`src/hdl/rcsw_params.svh`:
```
// Offsets, field positions, reset values and counts of the clock switch
`ifndef RCSW_PARAMS_SVH
`define RCSW_PARAMS_SVH

// =====================================================================
// Register byte offsets
`define RCSW_CTRL_OFS      12'h000
`define RCSW_STATUS_OFS    12'h004

// =====================================================================
// Control word fields
`define RCSW_SEL_LSB       0
`define RCSW_SEL_MSB       1
`define RCSW_IDLE_BIT      7
`define RCSW_SEL_INTERNAL  2'h3
`define RCSW_SEL_RST       2'h0
`define RCSW_IDLE_RST      1'h0

// =====================================================================
// Status word fields
`define RCSW_ST_SEL_PRI    0
`define RCSW_ST_SEL_INT    1
`define RCSW_ST_PRI_OSC    2
`define RCSW_ST_RUNNING    3
`define RCSW_ST_INT_OSC    4
`define RCSW_ST_BUSY       5

// =====================================================================
// Dead time with both clock gates closed, in cycles
`define RCSW_GAP_CYC       2'h2

`endif

```
`src/hdl/rcsw_pkg.sv`:
```
// Types shared by the clock switch
package rcsw_pkg;

   // =====================================================================
   // Switch state, one-hot
   typedef enum logic [4:0] {
      RCSW_PRI      = 5'h01,
      RCSW_GAP_RC   = 5'h02,
      RCSW_RC       = 5'h04,
      RCSW_WAIT_PRI = 5'h08,
      RCSW_GAP_PRI  = 5'h10
   } rcsw_state_e;

endpackage

```
`src/hdl/rcsw_clock_switch.sv`:
```
// Run clock switch between primary and internal RC oscillator, APB slave
//
// The address map and the APB register port were chosen for this implementation.
`timescale 1ns/10ps
`default_nettype none
`include "rcsw_params.svh"

// Contract
// - Select 11 runs everything from internal RC
// - On internal RC, stop primary, clear running flag
// - Leaving internal mode, stay on RC meanwhile
// - Primary ready: switch over and set running flag in the same cycle
// - Switch never alters select or idle bits
// - Keep RC alive for watchdog or monitor
module rcsw_clock_switch (
   input  wire logic        i_clk,
   input  wire logic        i_sys_rst,
   input  wire logic        psel,
   input  wire logic        penable,
   input  wire logic        pwrite,
   input  wire logic [11:0] paddr,
   input  wire logic [31:0] pwdata,
   output logic      [31:0] prdata,
   output logic             pready,
   output logic             pslverr,
   input  wire logic        i_primary_ready,
   input  wire logic        i_wdt_en,
   input  wire logic        i_fscm_en,
   output logic             o_sel_primary,
   output logic             o_sel_internal,
   output logic             o_primary_osc_en,
   output logic             o_internal_osc_en,
   output logic             o_primary_running,
   output logic             o_idle_on_sleep
);

   // =====================================================================
   // Declarations
   rcsw_pkg::rcsw_state_e state;
   rcsw_pkg::rcsw_state_e next_state;
   logic [1:0]  gap_cnt;
   logic [1:0]  next_gap_cnt;
   logic [1:0]  clock_select_field;
   logic [1:0]  next_clock_select_field;
   logic        idle_on_sleep_enable;
   logic        next_idle_on_sleep_enable;
   logic        next_sel_primary;
   logic        next_sel_internal;
   logic        next_primary_osc_en;
   logic        next_internal_osc_en;
   logic        next_running;
   logic [31:0] next_prdata;
   logic        next_pready;
   logic        next_pslverr;
   logic        setup;
   logic        wr_ctrl;
   logic        want_internal;

   // Address decode, used only by the error response on unmapped addresses
   function automatic logic is_mapped(input logic [11:0] a);
      is_mapped = (a == `RCSW_CTRL_OFS) || (a == `RCSW_STATUS_OFS);
   endfunction

   assign setup         = psel && !penable;
   assign wr_ctrl       = psel && penable && pready && pwrite &&
                          (paddr == `RCSW_CTRL_OFS);
   assign want_internal = (clock_select_field == `RCSW_SEL_INTERNAL);

   // =====================================================================
   // Control register, changed by software writes only
   always_comb begin
      next_clock_select_field   = clock_select_field;
      next_idle_on_sleep_enable = idle_on_sleep_enable;
      if (wr_ctrl) begin
         next_clock_select_field   = pwdata[`RCSW_SEL_MSB:`RCSW_SEL_LSB];
         next_idle_on_sleep_enable = pwdata[`RCSW_IDLE_BIT];
      end
   end

   always_ff @(posedge i_clk or posedge i_sys_rst) begin
      if (i_sys_rst) begin
         clock_select_field   <= `RCSW_SEL_RST;
         idle_on_sleep_enable <= `RCSW_IDLE_RST;
      end else begin
         clock_select_field   <= next_clock_select_field;
         idle_on_sleep_enable <= next_idle_on_sleep_enable;
      end
   end

   // =====================================================================
   // APB answer: zero wait states, error on unmapped address
   always_comb begin
      next_pready  = setup;
      next_pslverr = setup && !is_mapped(paddr);
      next_prdata  = 32'h0;
      if (setup && !pwrite) begin
         if (paddr == `RCSW_CTRL_OFS) begin
            next_prdata[`RCSW_SEL_MSB:`RCSW_SEL_LSB] = clock_select_field;
            next_prdata[`RCSW_IDLE_BIT] = idle_on_sleep_enable;
         end else if (paddr == `RCSW_STATUS_OFS) begin
            next_prdata[`RCSW_ST_SEL_PRI] = o_sel_primary;
            next_prdata[`RCSW_ST_SEL_INT] = o_sel_internal;
            next_prdata[`RCSW_ST_PRI_OSC] = o_primary_osc_en;
            next_prdata[`RCSW_ST_RUNNING] = o_primary_running;
            next_prdata[`RCSW_ST_INT_OSC] = o_internal_osc_en;
            next_prdata[`RCSW_ST_BUSY]    = (state != rcsw_pkg::RCSW_PRI) &&
                                            (state != rcsw_pkg::RCSW_RC);
         end
      end
   end

   always_ff @(posedge i_clk or posedge i_sys_rst) begin
      if (i_sys_rst) begin
         prdata  <= 32'h0;
         pready  <= 1'b0;
         pslverr <= 1'b0;
      end else begin
         prdata  <= next_prdata;
         pready  <= next_pready;
         pslverr <= next_pslverr;
      end
   end

   // =====================================================================
   // Clock switch sequencer
   always_comb begin
      next_state           = state;
      next_gap_cnt         = 2'h0;
      next_sel_primary     = 1'b0;
      next_sel_internal    = 1'b0;
      next_primary_osc_en  = 1'b1;
      next_running         = 1'b0;
      case (state)
         rcsw_pkg::RCSW_PRI: begin
            next_sel_primary = 1'b1;
            next_running     = 1'b1;
            if (want_internal) begin
               next_state       = rcsw_pkg::RCSW_GAP_RC;
               next_sel_primary = 1'b0;
               next_running     = 1'b0;
            end
         end
         rcsw_pkg::RCSW_GAP_RC: begin
            next_gap_cnt = gap_cnt + 2'h1;
            if (gap_cnt == `RCSW_GAP_CYC - 2'h1) begin
               next_state          = rcsw_pkg::RCSW_RC;
               next_gap_cnt        = 2'h0;
               next_sel_internal   = 1'b1;
               next_primary_osc_en = 1'b0;
            end
         end
         rcsw_pkg::RCSW_RC: begin
            next_sel_internal   = 1'b1;
            next_primary_osc_en = 1'b0;
            if (!want_internal) begin
               next_state          = rcsw_pkg::RCSW_WAIT_PRI;
               next_primary_osc_en = 1'b1;
            end
         end
         rcsw_pkg::RCSW_WAIT_PRI: begin
            next_sel_internal = 1'b1;
            if (want_internal) begin
               next_state          = rcsw_pkg::RCSW_RC;
               next_primary_osc_en = 1'b0;
            end else if (i_primary_ready) begin
               next_state        = rcsw_pkg::RCSW_GAP_PRI;
               next_sel_internal = 1'b0;
            end
         end
         rcsw_pkg::RCSW_GAP_PRI: begin
            next_gap_cnt = gap_cnt + 2'h1;
            if (gap_cnt == `RCSW_GAP_CYC - 2'h1) begin
               next_state       = rcsw_pkg::RCSW_PRI;
               next_gap_cnt     = 2'h0;
               next_sel_primary = 1'b1;
               next_running     = 1'b1;
            end
         end
         default: begin
            next_state = rcsw_pkg::RCSW_PRI;
         end
      endcase
      // RC runs while in use or needed by watchdog or monitor
      next_internal_osc_en = (next_state != rcsw_pkg::RCSW_PRI) ||
                             i_wdt_en || i_fscm_en;
   end

   always_ff @(posedge i_clk or posedge i_sys_rst) begin
      if (i_sys_rst) begin
         state             <= rcsw_pkg::RCSW_PRI;
         gap_cnt           <= 2'h0;
         o_sel_primary     <= 1'b1;
         o_sel_internal    <= 1'b0;
         o_primary_osc_en  <= 1'b1;
         o_internal_osc_en <= 1'b1;
         o_primary_running <= 1'b1;
         o_idle_on_sleep   <= `RCSW_IDLE_RST;
      end else begin
         state             <= next_state;
         gap_cnt           <= next_gap_cnt;
         o_sel_primary     <= next_sel_primary;
         o_sel_internal    <= next_sel_internal;
         o_primary_osc_en  <= next_primary_osc_en;
         o_internal_osc_en <= next_internal_osc_en;
         o_primary_running <= next_running;
         o_idle_on_sleep   <= next_idle_on_sleep_enable;
      end
   end

   // =====================================================================
   // Assertions
   property p_enter_internal;
      @(posedge i_clk) disable iff (i_sys_rst)
      (state == rcsw_pkg::RCSW_PRI) && want_internal |=>
         ##[1:4] (o_sel_internal && !o_sel_primary);
   endproperty
   a_enter_internal: assert property (p_enter_internal)
      else $error("internal clock not selected after select 11");

   property p_primary_off;
      @(posedge i_clk) disable iff (i_sys_rst)
      (state == rcsw_pkg::RCSW_RC) |->
         (!o_primary_osc_en && !o_primary_running && o_sel_internal);
   endproperty
   a_primary_off: assert property (p_primary_off)
      else $error("primary still on in internal run mode");

   property p_stay_on_rc;
      @(posedge i_clk) disable iff (i_sys_rst)
      (state == rcsw_pkg::RCSW_RC) && !want_internal |=>
         (o_sel_internal && o_primary_osc_en && !o_sel_primary);
   endproperty
   a_stay_on_rc: assert property (p_stay_on_rc)
      else $error("left internal clock before primary ready");

   property p_switch_back;
      @(posedge i_clk) disable iff (i_sys_rst)
      (state == rcsw_pkg::RCSW_WAIT_PRI) && !want_internal &&
      i_primary_ready |=> ##[1:4] (o_sel_primary && o_primary_running);
   endproperty
   a_switch_back: assert property (p_switch_back)
      else $error("no switch to primary after ready");

   property p_flag_with_switch;
      @(posedge i_clk) disable iff (i_sys_rst)
      $rose(o_primary_running) |-> $rose(o_sel_primary);
   endproperty
   a_flag_with_switch: assert property (p_flag_with_switch)
      else $error("running flag set apart from switch");

   property p_ctrl_stable;
      @(posedge i_clk) disable iff (i_sys_rst)
      !wr_ctrl |=> ($stable(clock_select_field) &&
                    $stable(idle_on_sleep_enable));
   endproperty
   a_ctrl_stable: assert property (p_ctrl_stable)
      else $error("control bits changed without a write");

   property p_rc_kept;
      @(posedge i_clk) disable iff (i_sys_rst)
      (i_wdt_en || i_fscm_en) |=> o_internal_osc_en;
   endproperty
   a_rc_kept: assert property (p_rc_kept)
      else $error("internal oscillator stopped while needed");

   property p_break_gap;
      @(posedge i_clk) disable iff (i_sys_rst)
      ($fell(o_sel_primary) || $fell(o_sel_internal)) |->
         (!o_sel_primary && !o_sel_internal) [*2];
   endproperty
   a_break_gap: assert property (p_break_gap)
      else $error("clock gates not both closed for dead time");

   property p_back_to_rc;
      @(posedge i_clk) disable iff (i_sys_rst)
      (state == rcsw_pkg::RCSW_WAIT_PRI) && want_internal |=>
         (!o_primary_osc_en && o_sel_internal && !o_primary_running);
   endproperty
   a_back_to_rc: assert property (p_back_to_rc)
      else $error("primary not stopped on return to internal");

   property p_rc_released;
      @(posedge i_clk) disable iff (i_sys_rst)
      (state == rcsw_pkg::RCSW_PRI) && !want_internal && !i_wdt_en &&
      !i_fscm_en |=> !o_internal_osc_en;
   endproperty
   a_rc_released: assert property (p_rc_released)
      else $error("internal oscillator left running with no user");

   property p_gate_needs_osc;
      @(posedge i_clk) disable iff (i_sys_rst)
      o_sel_primary |-> (o_primary_osc_en && o_primary_running);
   endproperty
   a_gate_needs_osc: assert property (p_gate_needs_osc)
      else $error("primary gate open without oscillator or flag");

   property p_rc_in_use;
      @(posedge i_clk) disable iff (i_sys_rst)
      o_sel_internal |-> (o_internal_osc_en && !o_primary_running);
   endproperty
   a_rc_in_use: assert property (p_rc_in_use)
      else $error("internal gate open without its oscillator");

   property p_idle_copy;
      @(posedge i_clk) disable iff (i_sys_rst)
      !wr_ctrl |=> $stable(o_idle_on_sleep);
   endproperty
   a_idle_copy: assert property (p_idle_copy)
      else $error("idle enable output changed without a write");

endmodule
`default_nettype wire

```
`config.mk`:
```
export PLATFORM = sky130hd
export DESIGN_NAME = rcsw_clock_switch
export DESIGN_NICKNAME = d
export VERILOG_FILES = /design/src/hdl/rcsw_pkg.sv /design/src/hdl/rcsw_clock_switch.sv
export VERILOG_INCLUDE_DIRS = /design/src /design/src/hdl
export SDC_FILE = /design/constraint.sdc
export NUM_CORES = 1
export LEC_CHECK = 0
export BUFFER_PORTS_ARGS = -buffer_cell sky130_fd_sc_hd__buf_2
export CELL_PAD_IN_SITES_DETAIL_PLACEMENT = 1
export CELL_PAD_IN_SITES_GLOBAL_PLACEMENT = 1
export CORE_ASPECT_RATIO = 1.2
export CORE_UTILIZATION = 32
export CTS_BUF_LIST = sky130_fd_sc_hd__clkbuf_8
export DETAILED_ROUTE_END_ITERATION = 12
export GPL_TIMING_DRIVEN = 0
export HOLD_SLACK_MARGIN = 0.1
export PLACE_DENSITY = 0.85
export SYNTH_ARGS = -nofsm -noshare
export SYNTH_HDL_FRONTEND = slang
export SYNTH_SLANG_ARGS = --single-unit
```
`constraint.sdc`:
```
create_clock -name i_clk -period 2.65 [get_ports i_clk]
set_clock_uncertainty 0.05 [all_clocks]
set_input_delay 0.1325 -clock i_clk [delete_from_list [all_inputs] [get_ports i_clk]]
set_output_delay 0.1325 -clock i_clk [all_outputs]
set_load 0.01 [all_outputs]
```
Word-level counts from Yosys, hierarchy flattened
Index checks and enable logic that the tools add are counted.

storage, ports and cells
  flip-flop bits (word level) = 23
  input bits = 52
  output and inout port bits = 40
  logic and storage cells = 63

operators by class
  add/sub/neg operators = 1
  eq/ne operators = 11
  muxes and demuxes = 23
  reduce and logical (&&, ||, !) cells = 17

operators by type and width
  kind                                                    count
  two-way mux 5 bit                                       6
  case mux 5 bit (5 select lines)                         1
  == test 12 x 3 -> 1 bit (second input constant)         1
  zero test 12 bit                                        1
  two-way mux 6 bit                                       2
  inequality test 5 x 1 -> 1 bit (second input constant)  2
  logical AND 1 bit                                       8
  two-way mux 1 bit                                       7
  two-way mux 2 bit                                       3
  == test 5 x 1 -> 1 bit (second input constant)          1
  == test 5 x 2 -> 1 bit (second input constant)          1
  == test 5 x 3 -> 1 bit (second input constant)          1
  == test 5 x 4 -> 1 bit (second input constant)          1
  == test 5 bit (second input constant)                   1
  inequality test 5 x 3 -> 1 bit (second input constant)  1
  two-way mux 4 bit                                       1
  case mux 1 bit (2 select lines)                         2
  OR reduction 2 bit                                      2
  zero test 1 bit                                         3
  logical OR 1 bit                                        3
  case mux 1 bit (3 select lines)                         1
  adder 2 x 1 -> 2 bit (second input constant)            1
  == test 2 x 1 -> 1 bit (second input constant)          1
  == test 2 bit (second input constant)                   1

Logic depth before layout (Yosys ltp)
Gate-level depths: netlist of the first run.

  depth in word-level cells = 6
  depth in mapped cells = 4

Worst setup path before layout of the first run
Ideal clock, no wire load.

  path type = register to register
  start = register state[0]
  end = register state[0]
  library setup time = 79 ps
  data arrival time = 1122 ps
  slack = 1399 ps
  stages on the path, launching flop included = 4
  period minus slack after synthesis = 1251 ps
  path through = dfstp_2 -> buf_2 -> or3_1 -> o211a_1

on the way
  word-level cells in the longest chain between the ends = 3
  elaborated cells on any way between the ends = 12

ends and longest elaborated chain
  element                              line                      RTL
  from (decl)                          rcsw_clock_switch.sv:39   rcsw_pkg::rcsw_state_e state;
  from (signal assigned)               rcsw_clock_switch.sv:190  state <= rcsw_pkg::RCSW_PRI;
  from (signal assigned)               rcsw_clock_switch.sv:199  state <= next_state;
  two-way mux 5 bit                    rcsw_clock_switch.sv:165  end else if (i_primary_ready) begin
  two-way mux 5 bit                    rcsw_clock_switch.sv:162  if (want_internal) begin
  case mux 5 bit (5 select lines) (*)  rcsw_clock_switch.sv:133  case (state)
  named net next_state[0]              rcsw_clock_switch.sv:40   rcsw_pkg::rcsw_state_e next_state;

The timed path passes the listed nets; every way through them passes the cells marked *.
A chain may end at the register's enable or synchronous reset.

Worst setup path after layout of the first run
  start = input penable
  end = register prdata[7]

on the way
  word-level cells in the longest chain between the ends = 4

ends and longest elaborated chain
  element                   line                      RTL
  from (decl)               rcsw_clock_switch.sv:19   input wire logic penable,
  zero test 1 bit           rcsw_clock_switch.sv:64   assign setup = psel && !penable;
  logical AND 1 bit         rcsw_clock_switch.sv:64
  logical AND 1 bit         rcsw_clock_switch.sv:96   if (setup && !pwrite) begin
  two-way mux 1 bit         rcsw_clock_switch.sv:96
  named net next_prdata[7]  rcsw_clock_switch.sv:52   logic [31:0] next_prdata;
  to (signal assigned)      rcsw_clock_switch.sv:118  prdata <= next_prdata;
  to (decl)                 rcsw_clock_switch.sv:23   output logic [31:0] prdata,

The timed path passes the listed nets, and every way through them passes these cells.

==> results.tsv, run 1 <==
metric	value	unit
drt_pass1_iterations	5	
syn-instance-count	125	
place_congestion	0.8604	
fmax	648.1	MHz
start_util	34.50	%
post_drt_wl_per_cell	13.23	um
finalPower	667.3	uW
grt_overflow	0	
drt_iter0_drc	34	
grt_pass1_vias	1222	
cts-root-buf	clkbuf_8	
multi_input_area	564.3	sq um
final_core_util	47.17	%
htreeDepth	1	
finalHoldViolCount	0	
synth_xor_area_share	1.353	%
ios	92	
tightest_slew	0.8871	ns
rsz0062_at_grt	no	
cts_tree	done	
critical_path_class	input pin to flip-flop	
synth-compound-area-share	8.116	%
period_share	58.23	%
fp.coreArea	0.003754	sq mm
seq_area	580.6	sq um
synth_flop_cell	dfrtp_1	
yosysTopAreaCell	dfrtp_1	
grt_max_degree	24	
clk_latency	0.26	ns
antenna_cells	0	
power.density	376.9	mW/mm^2
ys_ff_latch	23	
die_width	60.07	um
setup_viol	0	
drc	0	
synth_top_family_by_area	simple AND/OR/NAND/NOR gates	
portBuffers	37	
track_usage	16.75	%
drv_cap	0	
areaGrowthSynthToFinish	36.72	%
cts_buffers	3	
place_ws	1.254	ns
setup_ws	1.107	ns
hpwl	2418	um
synth_area	0.001295	sq mm
die_area	0.004306	sq mm
nFillCells	466	
drive_gt1_share	40.70	%
hp-class	input pin to flip-flop	
crit_path_max_fanout	5	
grt_pass1_wl	5451	um
die_h	71.69	um
post-route-min-period	1.543	ns
crit_path_end_kind	flip-flop	
critPathArrivalTime	1.67	ns
ys_types	39	
leakagePower	0.9406	nW
cts_setup_buffers	0	
post-route-cell-area	0.001770	sq mm
core.rowCount	24	
ys.warnings.count	0	
yosysTopAreaCellShare	36.71	%
relSlewSlack	40.79	%
antenna_found_initial	0	
final_cell_mix	buf_2 (39), buf_4 (27), conb_1 (25)	
synth.avg_cell_area	10.36	sq um
fin_tns_setup	0	ns
start_kind	input pin	
yosys-mux-area-fraction	3.382	%
placed_area	0.001635	sq mm
ir_worst_vdd	162.6	uV
cts_num_sinks	23	
synth-seq-area-share	44.83	%
synth-simple-area-share	23.48	%
finalNetCount	252	
layout_commonest_cell	buf_2	
hold_buffers	9	
dr_total_vias	1121	
routed_wl	3321	um
synth_fa_ha_area_share	0	%
async_flop_share	100.0	%
slew_violations	0	
synth_edf_count	0	
ant_nets	0	
cts_buffer_depth	2	
vias_per_cell	4.466	
yosys-top-cells-area	dfrtp_1 (37%), buf_4 (16%), dfstp_2 (8.1%)	
clk_pin_slew	0.08	ns
status	complete, no violations	
worstPathRequired	2.78	ns
cts-resized-gates	0	
==> state kept, by name (all words and copies together), names as in the netlist <==
signal	count
o_idle_on_sleep	1
gap_cnt	2
o_sel_internal	1
o_primary_osc_en	1
clock_select_field	2
o_internal_osc_en	1
state	5
pslverr	1
o_primary_running	1
pready	1
prdata	7
==> worst max-delay path, cell delays in order <==
cell	delay (ns)
dlygate4sd3_1	0.54
buf_2	0.14
nor3b_1	0.30
nand4_1	0.29
nor3b_1	0.27
==> Yosys cell counts, types with 3 or more instances <==
| master | n |
|---|---|
| buf_4 | 27 |
| dfrtp_1 | 19 |
| nor2_1 | 6 |
| nor3_1 | 5 |
| dfstp_2 | 4 |
| inv_1 | 4 |
| nor3b_1 | 4 |
| o21ai_0 | 4 |
| and4b_1 | 3 |
| mux2_2 | 3 |
| nand2_1 | 3 |
| nand3_1 | 3 |
| nor2b_1 | 3 |
==> path summary, 6_finish.rpt <==
path	cells past startpoint	from	end	slack, ns
max	5	penable	prdata[7]	1.11
min	4	paddr[11]	pslverr	0.18
max reg2reg	4	state[3]	gap_cnt[1]	1.24
min reg2reg	2	o_primary_osc_en	prdata[2]	0.43
max in group asynchronous	3	i_sys_rst	gap_cnt[0]	1.45
min in group asynchronous	3	i_sys_rst	clock_select_field[0]	0.56
==> layout make-up <==
| class | instances | share of cell area, % |
|---|---|---|
| sequential | 23 | 32.79 |
| multi-input combinational | 90 | 31.87 |
| timing repair buffer | 46 | 15.55 |
| buffer | 31 | 12.51 |
| tap | 52 | 3.675 |
| clock buffer | 3 | 2.332 |
| inverter | 5 | 1.060 |
| clock inverter | 1 | 0.2120 |
==> logic make-up (layout without fill, tap and decap cells) <==
| logic type | Yosys count | in the layout |
|---|---|---|
| and+or+nand+nor | 44 | 44 |
| buffers and inverters | 36 | 86 |
| DFF | 23 | 23 |
| AOI/OAI and AO/OA | 15 | 15 |
| muxes | 4 | 4 |
| xor gates and xnor gates | 2 | 2 |
| other | 1 | 25 |
==> per-layer routing <==
layer  GRT usage [%]  vias up  wire length, um
met5               0        -                0
li1                -      536                -
met3           3.791        8              252
met4           7.235        0               68
met2           30.49       59             1703
met1           17.89      518             1297
==> stage by stage <==
step / hold slack [ns] / std cells
2_1_floorplan: 0.08146 / 149
3_3_place_gp: 0.2811 / 238
3_5_place_dp: 0.2905 / 238
4_1_cts: 0.1545 / 251
5_1_grt: 0.1752 / 251
6_report: 0.1825 / 251
==> power by group <==
group / internal (mW) / switching [mW] / leakage (nW)
combinational: 0.0506 / 0.0482 / 0.608
sequential: 0.354 / 0.00107 / 0.306
clock: 0.103 / 0.110 / 0.0269
Power figures use the tool's default switching activity.
==> run 2: changes to the inputs <==
--- a/config.mk
+++ b/config.mk
@@ -6,16 +6,17 @@
 export SDC_FILE = /design/constraint.sdc
 export NUM_CORES = 1
 export LEC_CHECK = 0
+export ABC_AREA = 1
 export BUFFER_PORTS_ARGS = -buffer_cell sky130_fd_sc_hd__buf_2
 export CELL_PAD_IN_SITES_DETAIL_PLACEMENT = 1
 export CELL_PAD_IN_SITES_GLOBAL_PLACEMENT = 1
 export CORE_ASPECT_RATIO = 1.2
-export CORE_UTILIZATION = 32
+export CORE_UTILIZATION = 25
 export CTS_BUF_LIST = sky130_fd_sc_hd__clkbuf_8
 export DETAILED_ROUTE_END_ITERATION = 12
 export GPL_TIMING_DRIVEN = 0
 export HOLD_SLACK_MARGIN = 0.1
-export PLACE_DENSITY = 0.85
+export PLACE_DENSITY = 0.74
 export SYNTH_ARGS = -nofsm -noshare
 export SYNTH_HDL_FRONTEND = slang
 export SYNTH_SLANG_ARGS = --single-unit
==> constraint.sdc (replaced) <==
create_clock -name i_clk -period 1.3 [get_ports i_clk]
set_clock_uncertainty 0.05 [all_clocks]
set_input_delay 0.065 -clock i_clk [delete_from_list [all_inputs] [get_ports i_clk]]
set_output_delay 0.065 -clock i_clk [all_outputs]
set_load 0.01 [all_outputs]
==> run 2 against run 1 <==
Compared with the run above: global-route usage decreased by 5.3 points; synthesized cell count grew 22%; sequential power is 100% higher; total power up 110%; first-iteration DRC count is 44% lower; combinational power increased by 110%; sequential share of layout area is 0.99 points lower; critical path depth grew 2; die area is 24% higher; critical endpoint is now o_internal_osc_en; largest power group unchanged.
==> results.tsv, run 2 <==
metric	value	unit
ys_types	21	
crit_slowest_cell	dfstp_2	
start_util	26.64	%
htreeDepth	1	
worstPathRequired	1.46	ns
ios	92	
internal-power	1.047	mW
drc	0	
dp_cells	272	
final_core_util	38.60	%
cts_num_sinks	23	
p_seq_share	52.6	%
drt_pass1_iterations	4	
cts_setup_buffers	0	
yosysTopAreaCellShare	37.74	%
start_kind	flip-flop	
ant_nets	0	
final_cells	289	
rsz0062_at_grt	yes	
power.density	753.5	mW/mm^2
finalPower	1.376	mW
nFillCells	617	
die_area	0.005329	sq mm
finalHoldViolCount	0	
antenna_cells	0	
p_clk_share	32.2	%
fp.coreArea	0.004730	sq mm
critPathArrivalTime	1.36	ns
die_h	79.77	um
slew_violations	0	
p_sw	329.0	uW
clk_latency	0.27	ns
grt_max_degree	24	
critical_path_class	flip-flop to flip-flop	
ys.warnings.count	0	
synth_edf_count	0	
synth.avg_cell_area	8.235	sq um
post_drt_wl_per_cell	10.04	um
clk_pin_slew	0.08	ns
crit_chain	inv_2 -> nor2_2 -> nand3_2 -> nor2_4 -> nor2_2 -> nand2_2 -> nand2_1	
yosys-top-cells-count	buf_4 (26), nor2_1 (26), nand2_1 (24)	
cts-root-buf	clkbuf_8	
ys_ff_latch	23	
yosys-top-cells-area	dfrtp_1 (38%), buf_4 (15%), dfstp_2 (8.3%)	
synth_flop_cell	dfrtp_1	
hp-class	input pin to flip-flop	
layout_commonest_cell	buf_2	
async_flop_share	100.0	%
drt_iter0_drc	19	
antenna_found_initial	0	
combPwrFrac	15.2	%
crit_path_end_kind	flip-flop	
place_congestion	0.7917	
cts_buffer_depth	2	
drv_cap	0	
areaGrowthSynthToFinish	44.89	%
ir_worst_vdd	350.6	uV
post-route-min-period	1.206	ns
grt_pass1_wl	4540	um
fmax	829.3	MHz
track_usage	11.49	%
final_cell_mix	buf_2 (37), buf_4 (26), conb_1 (25)	
grt_overflow	0	
setup_ws	0.09416	ns
tightest_slew	0.5019	ns
synth_area	0.001260	sq mm
cts_tree	done	
yosysTopAreaCell	dfrtp_1	
dr_total_vias	1146	
place_ws	0.05852	ns
hold_ws	0.1846	ns
period_share	92.76	%
die_width	66.81	um
status	complete, no violations	
cts_buffers	3	
hpwl	2091	um
synth-seq-area-share	46.08	%
top_regs	prdata: 7 flops, state: 5 flops	
cpMostUsedCell	nor2_2	
drive_gt1_share	41.13	%
crit_path_max_fanout	4	
finalNetCount	284	
leakagePower	1.007	nW
vias_per_cell	3.965	
swShare	23.92	%
setup_viol	0	
largest_reg_flops	7	
slowest_delay	0.56	ns
syn-instance-count	153	
portBuffers	37	
relSlewSlack	66.47	%
routed_wl	2902	um
grt_pass1_vias	1110	
core.rowCount	27	
regMostFlops	prdata	
-- run 2: cell count changes in the layout (fill, tap and decap cells not counted), sizes merged, moves of 5 or more --
cell	before	now
nor3	5	0
nand3	3	8
inv	6	23
nor2	6	31
nand2	3	25
-- run 2: power by group through the flow --
stage / Combinational [mW] / Clock, mW / Sequential [mW]
final: 0.210 / 0.442 / 0.723
after CTS: 0.199 / 0.463 / 0.723
after global placement: 0.167 / 0 / 0.737
after detailed placement: 0.169 / 0 / 0.737
after floorplan: 0.120 / 0 / 0.740
after global routing: 0.234 / 0.490 / 0.724
-- run 2: layout make-up --
type | instances | area (sq um) | area share (%)
Multi-Input combinational cell | 104 | 521.8 | 28.58
Tap cell | 58 | 72.57 | 3.975
Timing Repair Buffer | 50 | 315.3 | 17.27
Sequential cell | 23 | 580.6 | 31.80
Buffer | 26 | 195.2 | 10.69
Clock inverter | 1 | 5.005 | 0.2742
Clock buffer | 3 | 41.29 | 2.262
Inverter | 24 | 93.84 | 5.141
-- run 2: critical path, delay by kind of cell, from the launching register on --
| family | cells | cell delay (ns) |
|---|---|---|
| buffers and inverters | 1 | 0.04 |
| DFF | 1 | 0.56 |
| and+or+nand+nor | 6 | 0.50 |
-- run 2: per-stage QoR --
step           TNS (ns)  instance area, sq um
3_3_place_gp          0                  1608
4_1_cts               0                  1784
5_1_grt        -0.04310                  1826
6_report              0                  1826
2_1_floorplan         0                  1350
3_5_place_dp          0                  1608
-- run 2: per-layer routing --
layer,vias to the layer above,routed length (um),global-route usage [%]
met5,-,0,0
met4,0,52,5.745
met3,5,204,2.143
met2,49,1656,23.64
met1,523,988,9.930
li1,569,-,-
-- run 2: cell families after synthesis --
family                 after synthesis  share of synthesized area (%)
DFF                                 23                          46.08
other                                1                         0.2976
AOI/OAI and AO/OA                   11                          5.561
buffers and inverters               50                          22.64
and+or+nand+nor                     68                          25.42
-- run 2: final timing paths --
path,startpoint,to,slack [ns],cells past startpoint
min reg2reg,gap_cnt[0],gap_cnt[0],0.38,1
min in group asynchronous,i_sys_rst,prdata[2],0.34,3
min,paddr[4],prdata[1],0.18,6
max in group asynchronous,i_sys_rst,o_primary_osc_en,0.54,3
max reg2reg,state[0],o_internal_osc_en,0.09,7
max,state[0],o_internal_osc_en,0.09,7
-- run 2: timing repair --
item,4_1_cts,5_1_grt
setup endpoints to repair,0,33
gates resized for setup,0,12
hold buffers,13,0
endpoints found under the hold margin,28,0
